===== src/logic/sfl_pkg.sv =====
// constants for the sample fifo, limit check and readout block
package sfl_pkg;
    localparam int          SFL_ADDR_W        = 8;
    localparam int          SFL_DATA_W        = 16;
    localparam int          SFL_LIMIT_W       = 12;
    localparam int          SFL_LREG_W        = 24;
    localparam int          SFL_FIFO_DEPTH    = 32;
    localparam int          SFL_CHAN_N        = 16;
    localparam int          SFL_CHAN_W        = 4;
    localparam logic [7:0]  SFL_LIMIT_ADDR    = 8'h3c;
    localparam logic [7:0]  SFL_READ_ADDR     = 8'h3d;
    localparam logic [7:0]  SFL_STATUS_ADDR   = 8'h3b;
    localparam int          SFL_UPPER_MSB     = 23;
    localparam int          SFL_UPPER_LSB     = 12;
    localparam int          SFL_LOWER_MSB     = 11;
    localparam int          SFL_LOWER_LSB     = 0;
    localparam logic [23:0] SFL_LIMIT_RESET   = 24'hfff000;
    localparam logic [15:0] SFL_READ_RESET    = 16'h0000;
    localparam int          SFL_ST_EMPTY_BIT  = 0;
    localparam int          SFL_ST_UPPER_BIT  = 1;
    localparam int          SFL_ST_LOWER_BIT  = 2;
    localparam int          SFL_SAMPLE_MSB    = 15;
    localparam int          SFL_SAMPLE_LSB    = 4;
endpackage : sfl_pkg


===== src/logic/sfl_fifo.sv =====
// parameterised synchronous fifo with valid/ready on both sides and flush
`timescale 1ns/1ps
module sfl_fifo #(
    parameter int WIDTH = 16,
    parameter int DEPTH = 32
) (
    input  wire logic                      ref_clk,
    input  wire logic                      reset,
    input  wire logic                      flush,
    input  wire logic                      in_valid,
    output logic                           in_ready,
    input  wire logic [WIDTH-1:0]          in_data,
    output logic                           out_valid,
    input  wire logic                      out_ready,
    output logic [WIDTH-1:0]               out_data,
    output logic [$clog2(DEPTH):0]         level
);
    localparam int AW = $clog2(DEPTH);

    typedef struct packed {
        logic [AW-1:0] wr;
        logic [AW-1:0] rd;
        logic [AW:0]   cnt;
    } sfl_fifo_state_type;

    sfl_fifo_state_type s_q, s_d;
    logic [WIDTH-1:0]   mem [DEPTH];
    logic               push;
    logic               pop;

    assign in_ready  = (s_q.cnt != (AW+1)'(DEPTH));
    assign out_valid = (s_q.cnt != '0);
    assign out_data  = mem[s_q.rd];
    assign level     = s_q.cnt;
    assign push      = in_valid & in_ready & ~flush;
    assign pop       = out_valid & out_ready & ~flush;

    always_comb begin
        s_d = s_q;
        if (flush) begin
            s_d = '0;
        end else begin
            if (push) begin
                s_d.wr = s_q.wr + 1'b1;
            end
            if (pop) begin
                s_d.rd = s_q.rd + 1'b1;
            end
            case ({push, pop})
                2'b10:   s_d.cnt = s_q.cnt + 1'b1;
                2'b01:   s_d.cnt = s_q.cnt - 1'b1;
                default: s_d.cnt = s_q.cnt;
            endcase
        end
    end

    always_ff @(posedge ref_clk) begin
        if (reset) begin
            s_q <= '0;
        end else begin
            s_q <= s_d;
        end
    end

    always_ff @(posedge ref_clk) begin
        if (push) begin
            mem[s_q.wr] <= in_data;
        end
    end

    property p_fifo_no_overfill;
        @(posedge ref_clk) disable iff (reset) s_q.cnt <= (AW+1)'(DEPTH);
    endproperty
    a_fifo_no_overfill: assert property (p_fifo_no_overfill)
        else $error("fifo count above depth");
endmodule : sfl_fifo


===== src/logic/sfl_top.sv =====
// sample fifo tail: empty flag, limit comparison and data read port
`timescale 1ns/1ps
// Summary of operation
// - empty flag is high with no entries and resets to one
// - empty after enable without data, after last read, after clear command
// - empty flag held at one while the fifo is disabled
// - empty flag drops to zero once any entry is stored
// - empty interrupt follows the empty flag in the same cycles
// - enabled channel sample at or above upper limit sets upper hit
// - enabled channel sample at or below lower limit sets lower hit
// - read of data port returns a 16-bit stored sample; port read-only
// - limit register at 0x3c resets to upper full scale, lower zero
// - lower hit and its interrupt clear when the fifo is emptied
module sfl_top
    import sfl_pkg::*;
#(
    parameter int DEPTH  = SFL_FIFO_DEPTH,
    parameter int CHAN_N = SFL_CHAN_N
) (
    input  wire logic                    ref_clk,
    input  wire logic                    reset,
    input  wire logic                    fifo_enable,
    input  wire logic                    fifo_clear,
    input  wire logic [CHAN_N-1:0]       channel_limit_check_on,
    input  wire logic                    sample_valid,
    output logic                         sample_ready,
    input  wire logic [SFL_DATA_W-1:0]   sample_data,
    input  wire logic [SFL_CHAN_W-1:0]   sample_chan,
    input  wire logic [SFL_ADDR_W-1:0]   reg_addr,
    input  wire logic                    reg_wr,
    input  wire logic                    reg_rd,
    input  wire logic [SFL_LREG_W-1:0]   reg_wdata,
    output logic [SFL_LREG_W-1:0]        reg_rdata,
    output logic                         reg_rvalid,
    output logic                         empty_flag,
    output logic                         empty_irq,
    output logic                         upper_limit_hit,
    output logic                         lower_limit_hit,
    output logic                         upper_limit_irq,
    output logic                         lower_limit_irq,
    output logic [$clog2(DEPTH):0]       fifo_level
);
    typedef struct packed {
        logic [SFL_LREG_W-1:0] limits;
        logic [SFL_LREG_W-1:0] rdata;
        logic                  rvalid;
        logic                  upper_hit;
        logic                  lower_hit;
        logic                  enable_seen;
    } sfl_state_type;

    sfl_state_type s_q, s_d;

    logic                    fifo_in_valid;
    logic                    fifo_in_ready;
    logic                    fifo_out_valid;
    logic                    fifo_out_ready;
    logic [SFL_DATA_W-1:0]   fifo_out_data;
    logic [$clog2(DEPTH):0]  level;
    logic                    flush;
    logic                    store;
    logic                    chan_check;
    logic                    hits_upper;
    logic                    hits_lower;
    logic                    read_port;
    logic                    emptied;

    function automatic logic addr_is(input logic [SFL_ADDR_W-1:0] a,
                                     input logic [SFL_ADDR_W-1:0] b);
        addr_is = (a == b);
    endfunction : addr_is

    // flush on clear command or while disabled
    assign flush          = fifo_clear | ~fifo_enable;
    assign fifo_in_valid  = sample_valid & fifo_enable;
    assign sample_ready   = fifo_in_ready & fifo_enable;
    assign store          = fifo_in_valid & fifo_in_ready & ~fifo_clear;
    assign read_port      = reg_rd & addr_is(reg_addr, SFL_READ_ADDR);
    assign fifo_out_ready = read_port;
    assign chan_check     = channel_limit_check_on[sample_chan];
    // top 12 bits of the sample are compared against the 12-bit limits
    assign hits_upper     = sample_data[SFL_SAMPLE_MSB:SFL_SAMPLE_LSB]
                            >= s_q.limits[SFL_UPPER_MSB:SFL_UPPER_LSB];
    assign hits_lower     = sample_data[SFL_SAMPLE_MSB:SFL_SAMPLE_LSB]
                            <= s_q.limits[SFL_LOWER_MSB:SFL_LOWER_LSB];
    assign emptied        = (level == '0);

    sfl_fifo #(
        .WIDTH (SFL_DATA_W),
        .DEPTH (DEPTH)
    ) u_fifo (
        .ref_clk   (ref_clk),
        .reset     (reset),
        .flush     (flush),
        .in_valid  (fifo_in_valid),
        .in_ready  (fifo_in_ready),
        .in_data   (sample_data),
        .out_valid (fifo_out_valid),
        .out_ready (fifo_out_ready),
        .out_data  (fifo_out_data),
        .level     (level)
    );

    always_comb begin
        s_d        = s_q;
        s_d.rvalid = 1'b0;
        s_d.enable_seen = fifo_enable;
        if (reg_wr && addr_is(reg_addr, SFL_LIMIT_ADDR)) begin
            s_d.limits = reg_wdata;
        end
        if (reg_rd) begin
            s_d.rvalid = 1'b1;
            if (addr_is(reg_addr, SFL_LIMIT_ADDR)) begin
                s_d.rdata = s_q.limits;
            end else if (read_port) begin
                s_d.rdata = fifo_out_valid ? {8'h00, fifo_out_data}
                                           : {8'h00, SFL_READ_RESET};
            end else if (addr_is(reg_addr, SFL_STATUS_ADDR)) begin
                s_d.rdata = '0;
                s_d.rdata[SFL_ST_EMPTY_BIT] = empty_flag;
                s_d.rdata[SFL_ST_UPPER_BIT] = s_q.upper_hit;
                s_d.rdata[SFL_ST_LOWER_BIT] = s_q.lower_hit;
            end else begin
                s_d.rdata = '0;
            end
        end
        // hits clear when the fifo holds nothing; a new hit wins
        if (emptied) begin
            s_d.lower_hit = 1'b0;
            s_d.upper_hit = 1'b0;
        end
        if (store && chan_check && hits_upper) begin
            s_d.upper_hit = 1'b1;
        end
        if (store && chan_check && hits_lower) begin
            s_d.lower_hit = 1'b1;
        end
    end

    always_ff @(posedge ref_clk) begin
        if (reset) begin
            s_q             <= '0;
            s_q.limits      <= SFL_LIMIT_RESET;
            s_q.rdata       <= '0;
        end else begin
            s_q <= s_d;
        end
    end

    // empty is held high when disabled and follows the fifo count otherwise
    assign empty_flag      = ~fifo_enable | emptied;
    assign empty_irq       = empty_flag;
    assign upper_limit_hit = s_q.upper_hit;
    assign lower_limit_hit = s_q.lower_hit;
    assign upper_limit_irq = s_q.upper_hit;
    assign lower_limit_irq = s_q.lower_hit;
    assign reg_rdata       = s_q.rdata;
    assign reg_rvalid      = s_q.rvalid;
    assign fifo_level      = level;

    // ------------------------------------------------------------ checks
    property p_empty_reset;
        @(posedge ref_clk) $fell(reset) |-> $past(empty_flag) == 1'b1;
    endproperty
    a_empty_reset: assert property (p_empty_reset)
        else $error("empty flag not one at reset");

    property p_empty_on_zero;
        @(posedge ref_clk) disable iff (reset) (level == '0) |-> empty_flag;
    endproperty
    a_empty_on_zero: assert property (p_empty_on_zero)
        else $error("empty flag low with no entries");

    property p_clear_empties;
        @(posedge ref_clk) disable iff (reset) fifo_clear ##1 !fifo_clear |-> empty_flag;
    endproperty
    a_clear_empties: assert property (p_clear_empties)
        else $error("fifo not empty after clear command");

    property p_last_read;
        @(posedge ref_clk) disable iff (reset)
            (level == 1 && read_port && !store && !flush) |=> empty_flag;
    endproperty
    a_last_read: assert property (p_last_read)
        else $error("fifo not empty after last entry read");

    property p_disabled_empty;
        @(posedge ref_clk) disable iff (reset) !fifo_enable |-> empty_flag;
    endproperty
    a_disabled_empty: assert property (p_disabled_empty)
        else $error("empty flag low while disabled");

    property p_store_clears_empty;
        @(posedge ref_clk) disable iff (reset)
            store && !read_port && fifo_enable ##1 fifo_enable && !fifo_clear |-> !empty_flag;
    endproperty
    a_store_clears_empty: assert property (p_store_clears_empty)
        else $error("empty flag high with an entry stored");

    property p_irq_tracks;
        @(posedge ref_clk) disable iff (reset) empty_irq == empty_flag;
    endproperty
    a_irq_tracks: assert property (p_irq_tracks)
        else $error("empty interrupt differs from empty flag");

    property p_upper_set;
        @(posedge ref_clk) disable iff (reset)
            store && chan_check && hits_upper |=> upper_limit_hit && upper_limit_irq;
    endproperty
    a_upper_set: assert property (p_upper_set)
        else $error("upper hit not set");

    property p_lower_set;
        @(posedge ref_clk) disable iff (reset)
            store && chan_check && hits_lower |=> lower_limit_hit;
    endproperty
    a_lower_set: assert property (p_lower_set)
        else $error("lower hit not set");

    property p_no_hit_unchecked;
        @(posedge ref_clk) disable iff (reset)
            $rose(lower_limit_hit) |-> $past(store && chan_check && hits_lower);
    endproperty
    a_no_hit_unchecked: assert property (p_no_hit_unchecked)
        else $error("lower hit set without cause");

    property p_read_data;
        @(posedge ref_clk) disable iff (reset)
            read_port && fifo_out_valid |=> reg_rvalid && reg_rdata[15:0] == $past(fifo_out_data)
                && reg_rdata[23:16] == 8'h00;
    endproperty
    a_read_data: assert property (p_read_data)
        else $error("data port returned wrong sample");

    property p_limit_write;
        @(posedge ref_clk) disable iff (reset)
            reg_wr && reg_addr == SFL_LIMIT_ADDR ##1 !reg_wr
            ##1 reg_rd && reg_addr == SFL_LIMIT_ADDR |=> reg_rdata == $past(reg_wdata, 3);
    endproperty
    a_limit_write: assert property (p_limit_write)
        else $error("limit register readback mismatch");

    property p_lower_clears;
        @(posedge ref_clk) disable iff (reset)
            emptied && !store |=> !lower_limit_hit && !lower_limit_irq;
    endproperty
    a_lower_clears: assert property (p_lower_clears)
        else $error("lower hit not cleared on empty");

    property p_pop_one;
        @(posedge ref_clk) disable iff (reset)
            read_port && fifo_out_valid && !store && !flush |=> level == $past(level) - 1'b1;
    endproperty
    a_pop_one: assert property (p_pop_one)
        else $error("read did not remove one entry");

    property p_fresh_enable;
        @(posedge ref_clk) disable iff (reset) fifo_enable && !s_q.enable_seen |-> empty_flag;
    endproperty
    a_fresh_enable: assert property (p_fresh_enable)
        else $error("fifo not empty when freshly enabled");

    property p_limit_reset;
        @(posedge ref_clk) $fell(reset) |-> s_q.limits == SFL_LIMIT_RESET && !reg_rvalid;
    endproperty
    a_limit_reset: assert property (p_limit_reset)
        else $error("limit register not at reset value");

    property p_upper_no_cause;
        @(posedge ref_clk) disable iff (reset)
            $rose(upper_limit_hit) |-> $past(store && chan_check && hits_upper);
    endproperty
    a_upper_no_cause: assert property (p_upper_no_cause)
        else $error("upper hit set without cause");

    property p_upper_clears;
        @(posedge ref_clk) disable iff (reset)
            emptied && !store |=> !upper_limit_hit && !upper_limit_irq;
    endproperty
    a_upper_clears: assert property (p_upper_clears)
        else $error("upper hit not cleared on empty");

    property p_rvalid_pulse;
        @(posedge ref_clk) disable iff (reset) reg_rd |=> reg_rvalid;
    endproperty
    a_rvalid_pulse: assert property (p_rvalid_pulse)
        else $error("read not answered in the next cycle");

    property p_rvalid_idle;
        @(posedge ref_clk) disable iff (reset) !reg_rd |=> !reg_rvalid;
    endproperty
    a_rvalid_idle: assert property (p_rvalid_idle)
        else $error("read answer without a read");

    property p_empty_read_no_pop;
        @(posedge ref_clk) disable iff (reset)
            read_port && !fifo_out_valid && !store && !flush |=> level == $past(level);
    endproperty
    a_empty_read_no_pop: assert property (p_empty_read_no_pop)
        else $error("read of empty fifo changed the level");

    property p_port_read_only;
        @(posedge ref_clk) disable iff (reset)
            reg_wr && !reg_rd && addr_is(reg_addr, SFL_READ_ADDR) && !store && !flush
            |=> level == $past(level);
    endproperty
    a_port_read_only: assert property (p_port_read_only)
        else $error("write to data port changed the fifo");

    c_fill:      cover property (@(posedge ref_clk) disable iff (reset) !sample_ready && fifo_enable);
    c_drain:     cover property (@(posedge ref_clk) disable iff (reset) $rose(empty_flag) && fifo_enable);
    c_upper:     cover property (@(posedge ref_clk) disable iff (reset) $rose(upper_limit_hit));
    c_lower_clr: cover property (@(posedge ref_clk) disable iff (reset) $fell(lower_limit_hit));
endmodule : sfl_top


===== config.mk =====
export PLATFORM = sky130hd
export DESIGN_NAME = sfl_top
export DESIGN_NICKNAME = d
export VERILOG_FILES = /design/src/logic/sfl_pkg.sv /design/src/logic/sfl_fifo.sv /design/src/logic/sfl_top.sv
export SDC_FILE = /design/constraint.sdc
export NUM_CORES = 1
export LEC_CHECK = 0
export CAP_MARGIN = 20
export CORE_ASPECT_RATIO = 1.75
export CORE_UTILIZATION = 55
export DETAILED_ROUTE_END_ITERATION = 8
export DONT_BUFFER_PORTS = 1
export PLACE_DENSITY_LB_ADDON = 0.3
export SETUP_SLACK_MARGIN = 0.1
export SLEW_MARGIN = 0
export SYNTH_ARGS = -nofsm -noshare
export SYNTH_HDL_FRONTEND = slang
export SYNTH_SLANG_ARGS = --single-unit

===== constraint.sdc =====
create_clock -name ref_clk -period 4.9 [get_ports ref_clk]
set_input_delay 0.49 -clock ref_clk [delete_from_list [all_inputs] [get_ports ref_clk]]
set_output_delay 0.49 -clock ref_clk [all_outputs]
set_load 0.005 [all_outputs]

==> flow_summary.ini <==
[clock_tree]
cts_resized = 0
numClockSinks = 584
post_cts_buffers = 0
numCtsBuffers = 48
cts_root_buf = clkbuf_16
ctsHoldBuffers = 26
path_clk_slew_ns = 0.07
cts_tree = built
clk_latency_ns = 0.57
cts_max_path_buffers = 3
htreeDepth = 2

[floorplan]
fp.dieW_um = 159
core_area_mm2 = 0.0425
die_y_um = 277
ios = 113
rows = 100
initial_core_util_pct = 55.7
fp.dieArea_mm2 = 0.0440

[placement]
routabilityCongestion = 0.879
port_buffers = 0
post-dp-hpwl_um = 35100
dp.cells = 1935

[global_routing]
track_usage_pct = 25.4
antenna_found_initial = 1
grt_pass1_vias = 13300
grt_pass1_wl_um = 82800
grt_remaining_overflow = 0
grt_max_degree = 67

[flow_run]
max_cap_viol_count = 0

[worst_setup_path]
crit_required_ns = 5.39
crit_chain = or2_2 > nor3_2 > nor3_1 > ha_1 > xor2_1 > ha_1 > or3_1 > a31o_2 > a21oi_1
crit_fanout = 16
startpoint = u_fifo.level[1]$_SDFFE_PP0P_
cpPeakStageDelay_ns = 0.64
endpoint_kind = flip-flop
arrival_ns = 3.81
path_class = reg -> reg
slowest_stage = nor3_1
path_buf_inv = 0
start_kind = flip-flop
crit_top_cell = ha_1
r2r_start = u_fifo.level[1]$_SDFFE_PP0P_
path_delay_family = simple AND/OR/NAND/NOR gates

[yosys]
synth-seq-cells = 584
synthFlopType = edfxtp_1
netlist_area_mm2 = 0.0237
synth_cell_types = 59
async_reset_ff_share_pct = 0
synth_warnings = 0
syn-instance-count = 1440
synth_edf_count = 512
ys_seq_area_share_pct = 71.0
syn_area_per_cell_um2 = 16.5
syn-num-nets = 1546

[timing]
period_share_pct = 67.7
whs_ns = 0.0199
finalSetupTns_ns = 0
rsz0062_at_grt = false
hold_viol = 0
max_freq_mhz = 301
setup-violations-final = 0
slew_headroom_pct = 24.7
clock_skew_ns = 0.0149
min_period_ns = 3.32
worst_slew_pin_slew_ns = 1.13
drv_slew = 0

[run_status]
status = complete, no violations

[pwr]
pwr-share-comb_pct = 1.3
intPower_mw = 7.36
swShare_pct = 19.5
finalPower_mw = 9.14
clock_power_share_pct = 39.5
cellPowerDensity_mw_per_mm2 = 353
ir_drop_mv = 0.216
p_seq_share_pct = 59.2
cellLeakagePower_nw = 8.02
switchingPower_mw = 1.78

[detailed_routing]
routedWlPerCell_um = 26.9
dr.pass1.iters = 7
totalWireLength_um = 55200
remaining_drc_errors = 0
ant_nets = 0
first_iter_violations = 1186
viasPerCell = 6.26
routed-via-count = 12900

[cells_and_area]
instances_no_fill = 2052
fin_nets = 1558
drive_gt1_share_pct = 13.9
finish.utilization_pct = 61.0
areaGrowthSynthToFinish_pct = 9.42

[min_path]
min_from = sample_data[10]
hold_class = in -> reg
-- per-stage QoR --
step	worst slack, ns	instance area (um2)
finish	1.58	25900
floorplan	1.94	23700
detailed placement	1.47	24200
global placement	1.45	24200
global route	1.34	25900
CTS	1.63	25900
-- metal layers --
layer,up-vias,global-route usage (%),wire [um]
li1,5637,-,-
met2,511,48.1,30700
met5,-,0,0
met3,116,3.22,3000
met4,0,9.27,1740
met1,6589,28.9,19800
-- sequential cells by signal (all words and copies together) (netlist names), named ones only --
name,flops
upper_limit_hit,1
u_fifo.level,6
u_fifo.s_q,10
u_fifo.mem,512
reg_rvalid,1
s_q,24
lower_limit_hit,1
reg_rdata,24
-- cell type report --
cell class | instances | area [um2]
flip-flops and latches | 584 | 16800
fillers | 3061 | 16600
multi-input cells | 714 | 6190
clock buffers | 61 | 1280
well taps | 561 | 702
repair buffers | 73 | 656
clock inverters | 27 | 161
inverters | 31 | 116
diodes | 1 | 2.50
-- worst paths after layout --
kind / end / slack [ns] / depth (start not counted)
worst min register to register: s_q[34]$_SDFFE_PP0P_ / 0.48 / 2
worst max-delay path: u_fifo.level[2]$_SDFFE_PP0P_ / 1.58 / 9
worst min-delay path: u_fifo.mem[26][10]$_DFFE_PP_ / 0.02 / 0
worst max register to register: u_fifo.level[2]$_SDFFE_PP0P_ / 1.58 / 9
-- cell families (layout without fill, tap and decap cells) --
group           after synthesis  count (layout)  share of synthesized area (%)
xor+xnor                     11              11                          0.407
fa+ha+maj                    31              31                           1.64
flops                       584             584                           71.0
simple gates                285             285                           6.09
mux                         193             193                           12.4
compound gates              194             194                           5.52
buf+inv                     142             192                           2.96
other cells                   0               1                              0
-- cells in the final DEF, fill, tap and decap left out, types with 7 or more instances in the layout --
cell,netlist,layout
clkbuf_1,46,11
o21ai_0,28,28
clkbuf_16,0,49
nor2b_1,10,8
nand3b_1,14,14
nand2_1,78,78
a22oi_1,95,95
nand2b_1,14,14
and4_1,13,13
edfxtp_1,512,512
nor2_1,71,70
xor2_1,7,7
buf_4,34,42
nand4_1,9,9
a21oi_1,38,38
clkinv_2,0,9
clkinv_1,0,12
inv_1,31,31
nand3_1,42,42
mux4_2,81,81
dlygate4sd3_1,0,28
mux2i_1,111,111
dfxtp_1,72,70
ha_1,31,31
-- power by group through the flow --
| stage | Sequential, mW | Clock (mW) | Combinational, mW |
|---|---|---|---|
| global route | 5.41 | 3.84 | 0.131 |
| CTS | 5.41 | 3.66 | 0.119 |
| global placement | 5.52 | 0 | 0.0702 |
| finish | 5.41 | 3.61 | 0.120 |
| floorplan | 5.52 | 0 | 0.0629 |
| detailed placement | 5.52 | 0 | 0.0725 |
-- synthesized netlist by cell type (all sizes together), types with 2 or more instances --
library cell  count  area (um2)
a2111oi           2        17.5
a211oi            3        27.5
a21o              6        45.0
a21oi            38         190
a22o              3        26.3
a22oi            95         713
a31oi             4        25.0
and2              6        37.5
and4             13         114
buf              64         407
clkbuf           47         178
dfxtp            72        1440
edfxtp          512       15400
ha               31         388
inv              31         116
mux2i           111        1110
mux4             81        1820
nand2            78         293
nand2b           14        87.6
nand3            42         210
nand3b           14         105
nand4            10        68.8
nor2             71         267
nor2b            10        62.6
nor3              6        35.0
nor3b             4        30.0
nor4              2        12.5
o21ai            28         140
o31ai             5        37.5
or2               3        18.8
or3               4        30.0
or4               2        15.0
xnor2             4        35.0
xor2              7        61.3
Power figures use the tool's default switching activity.
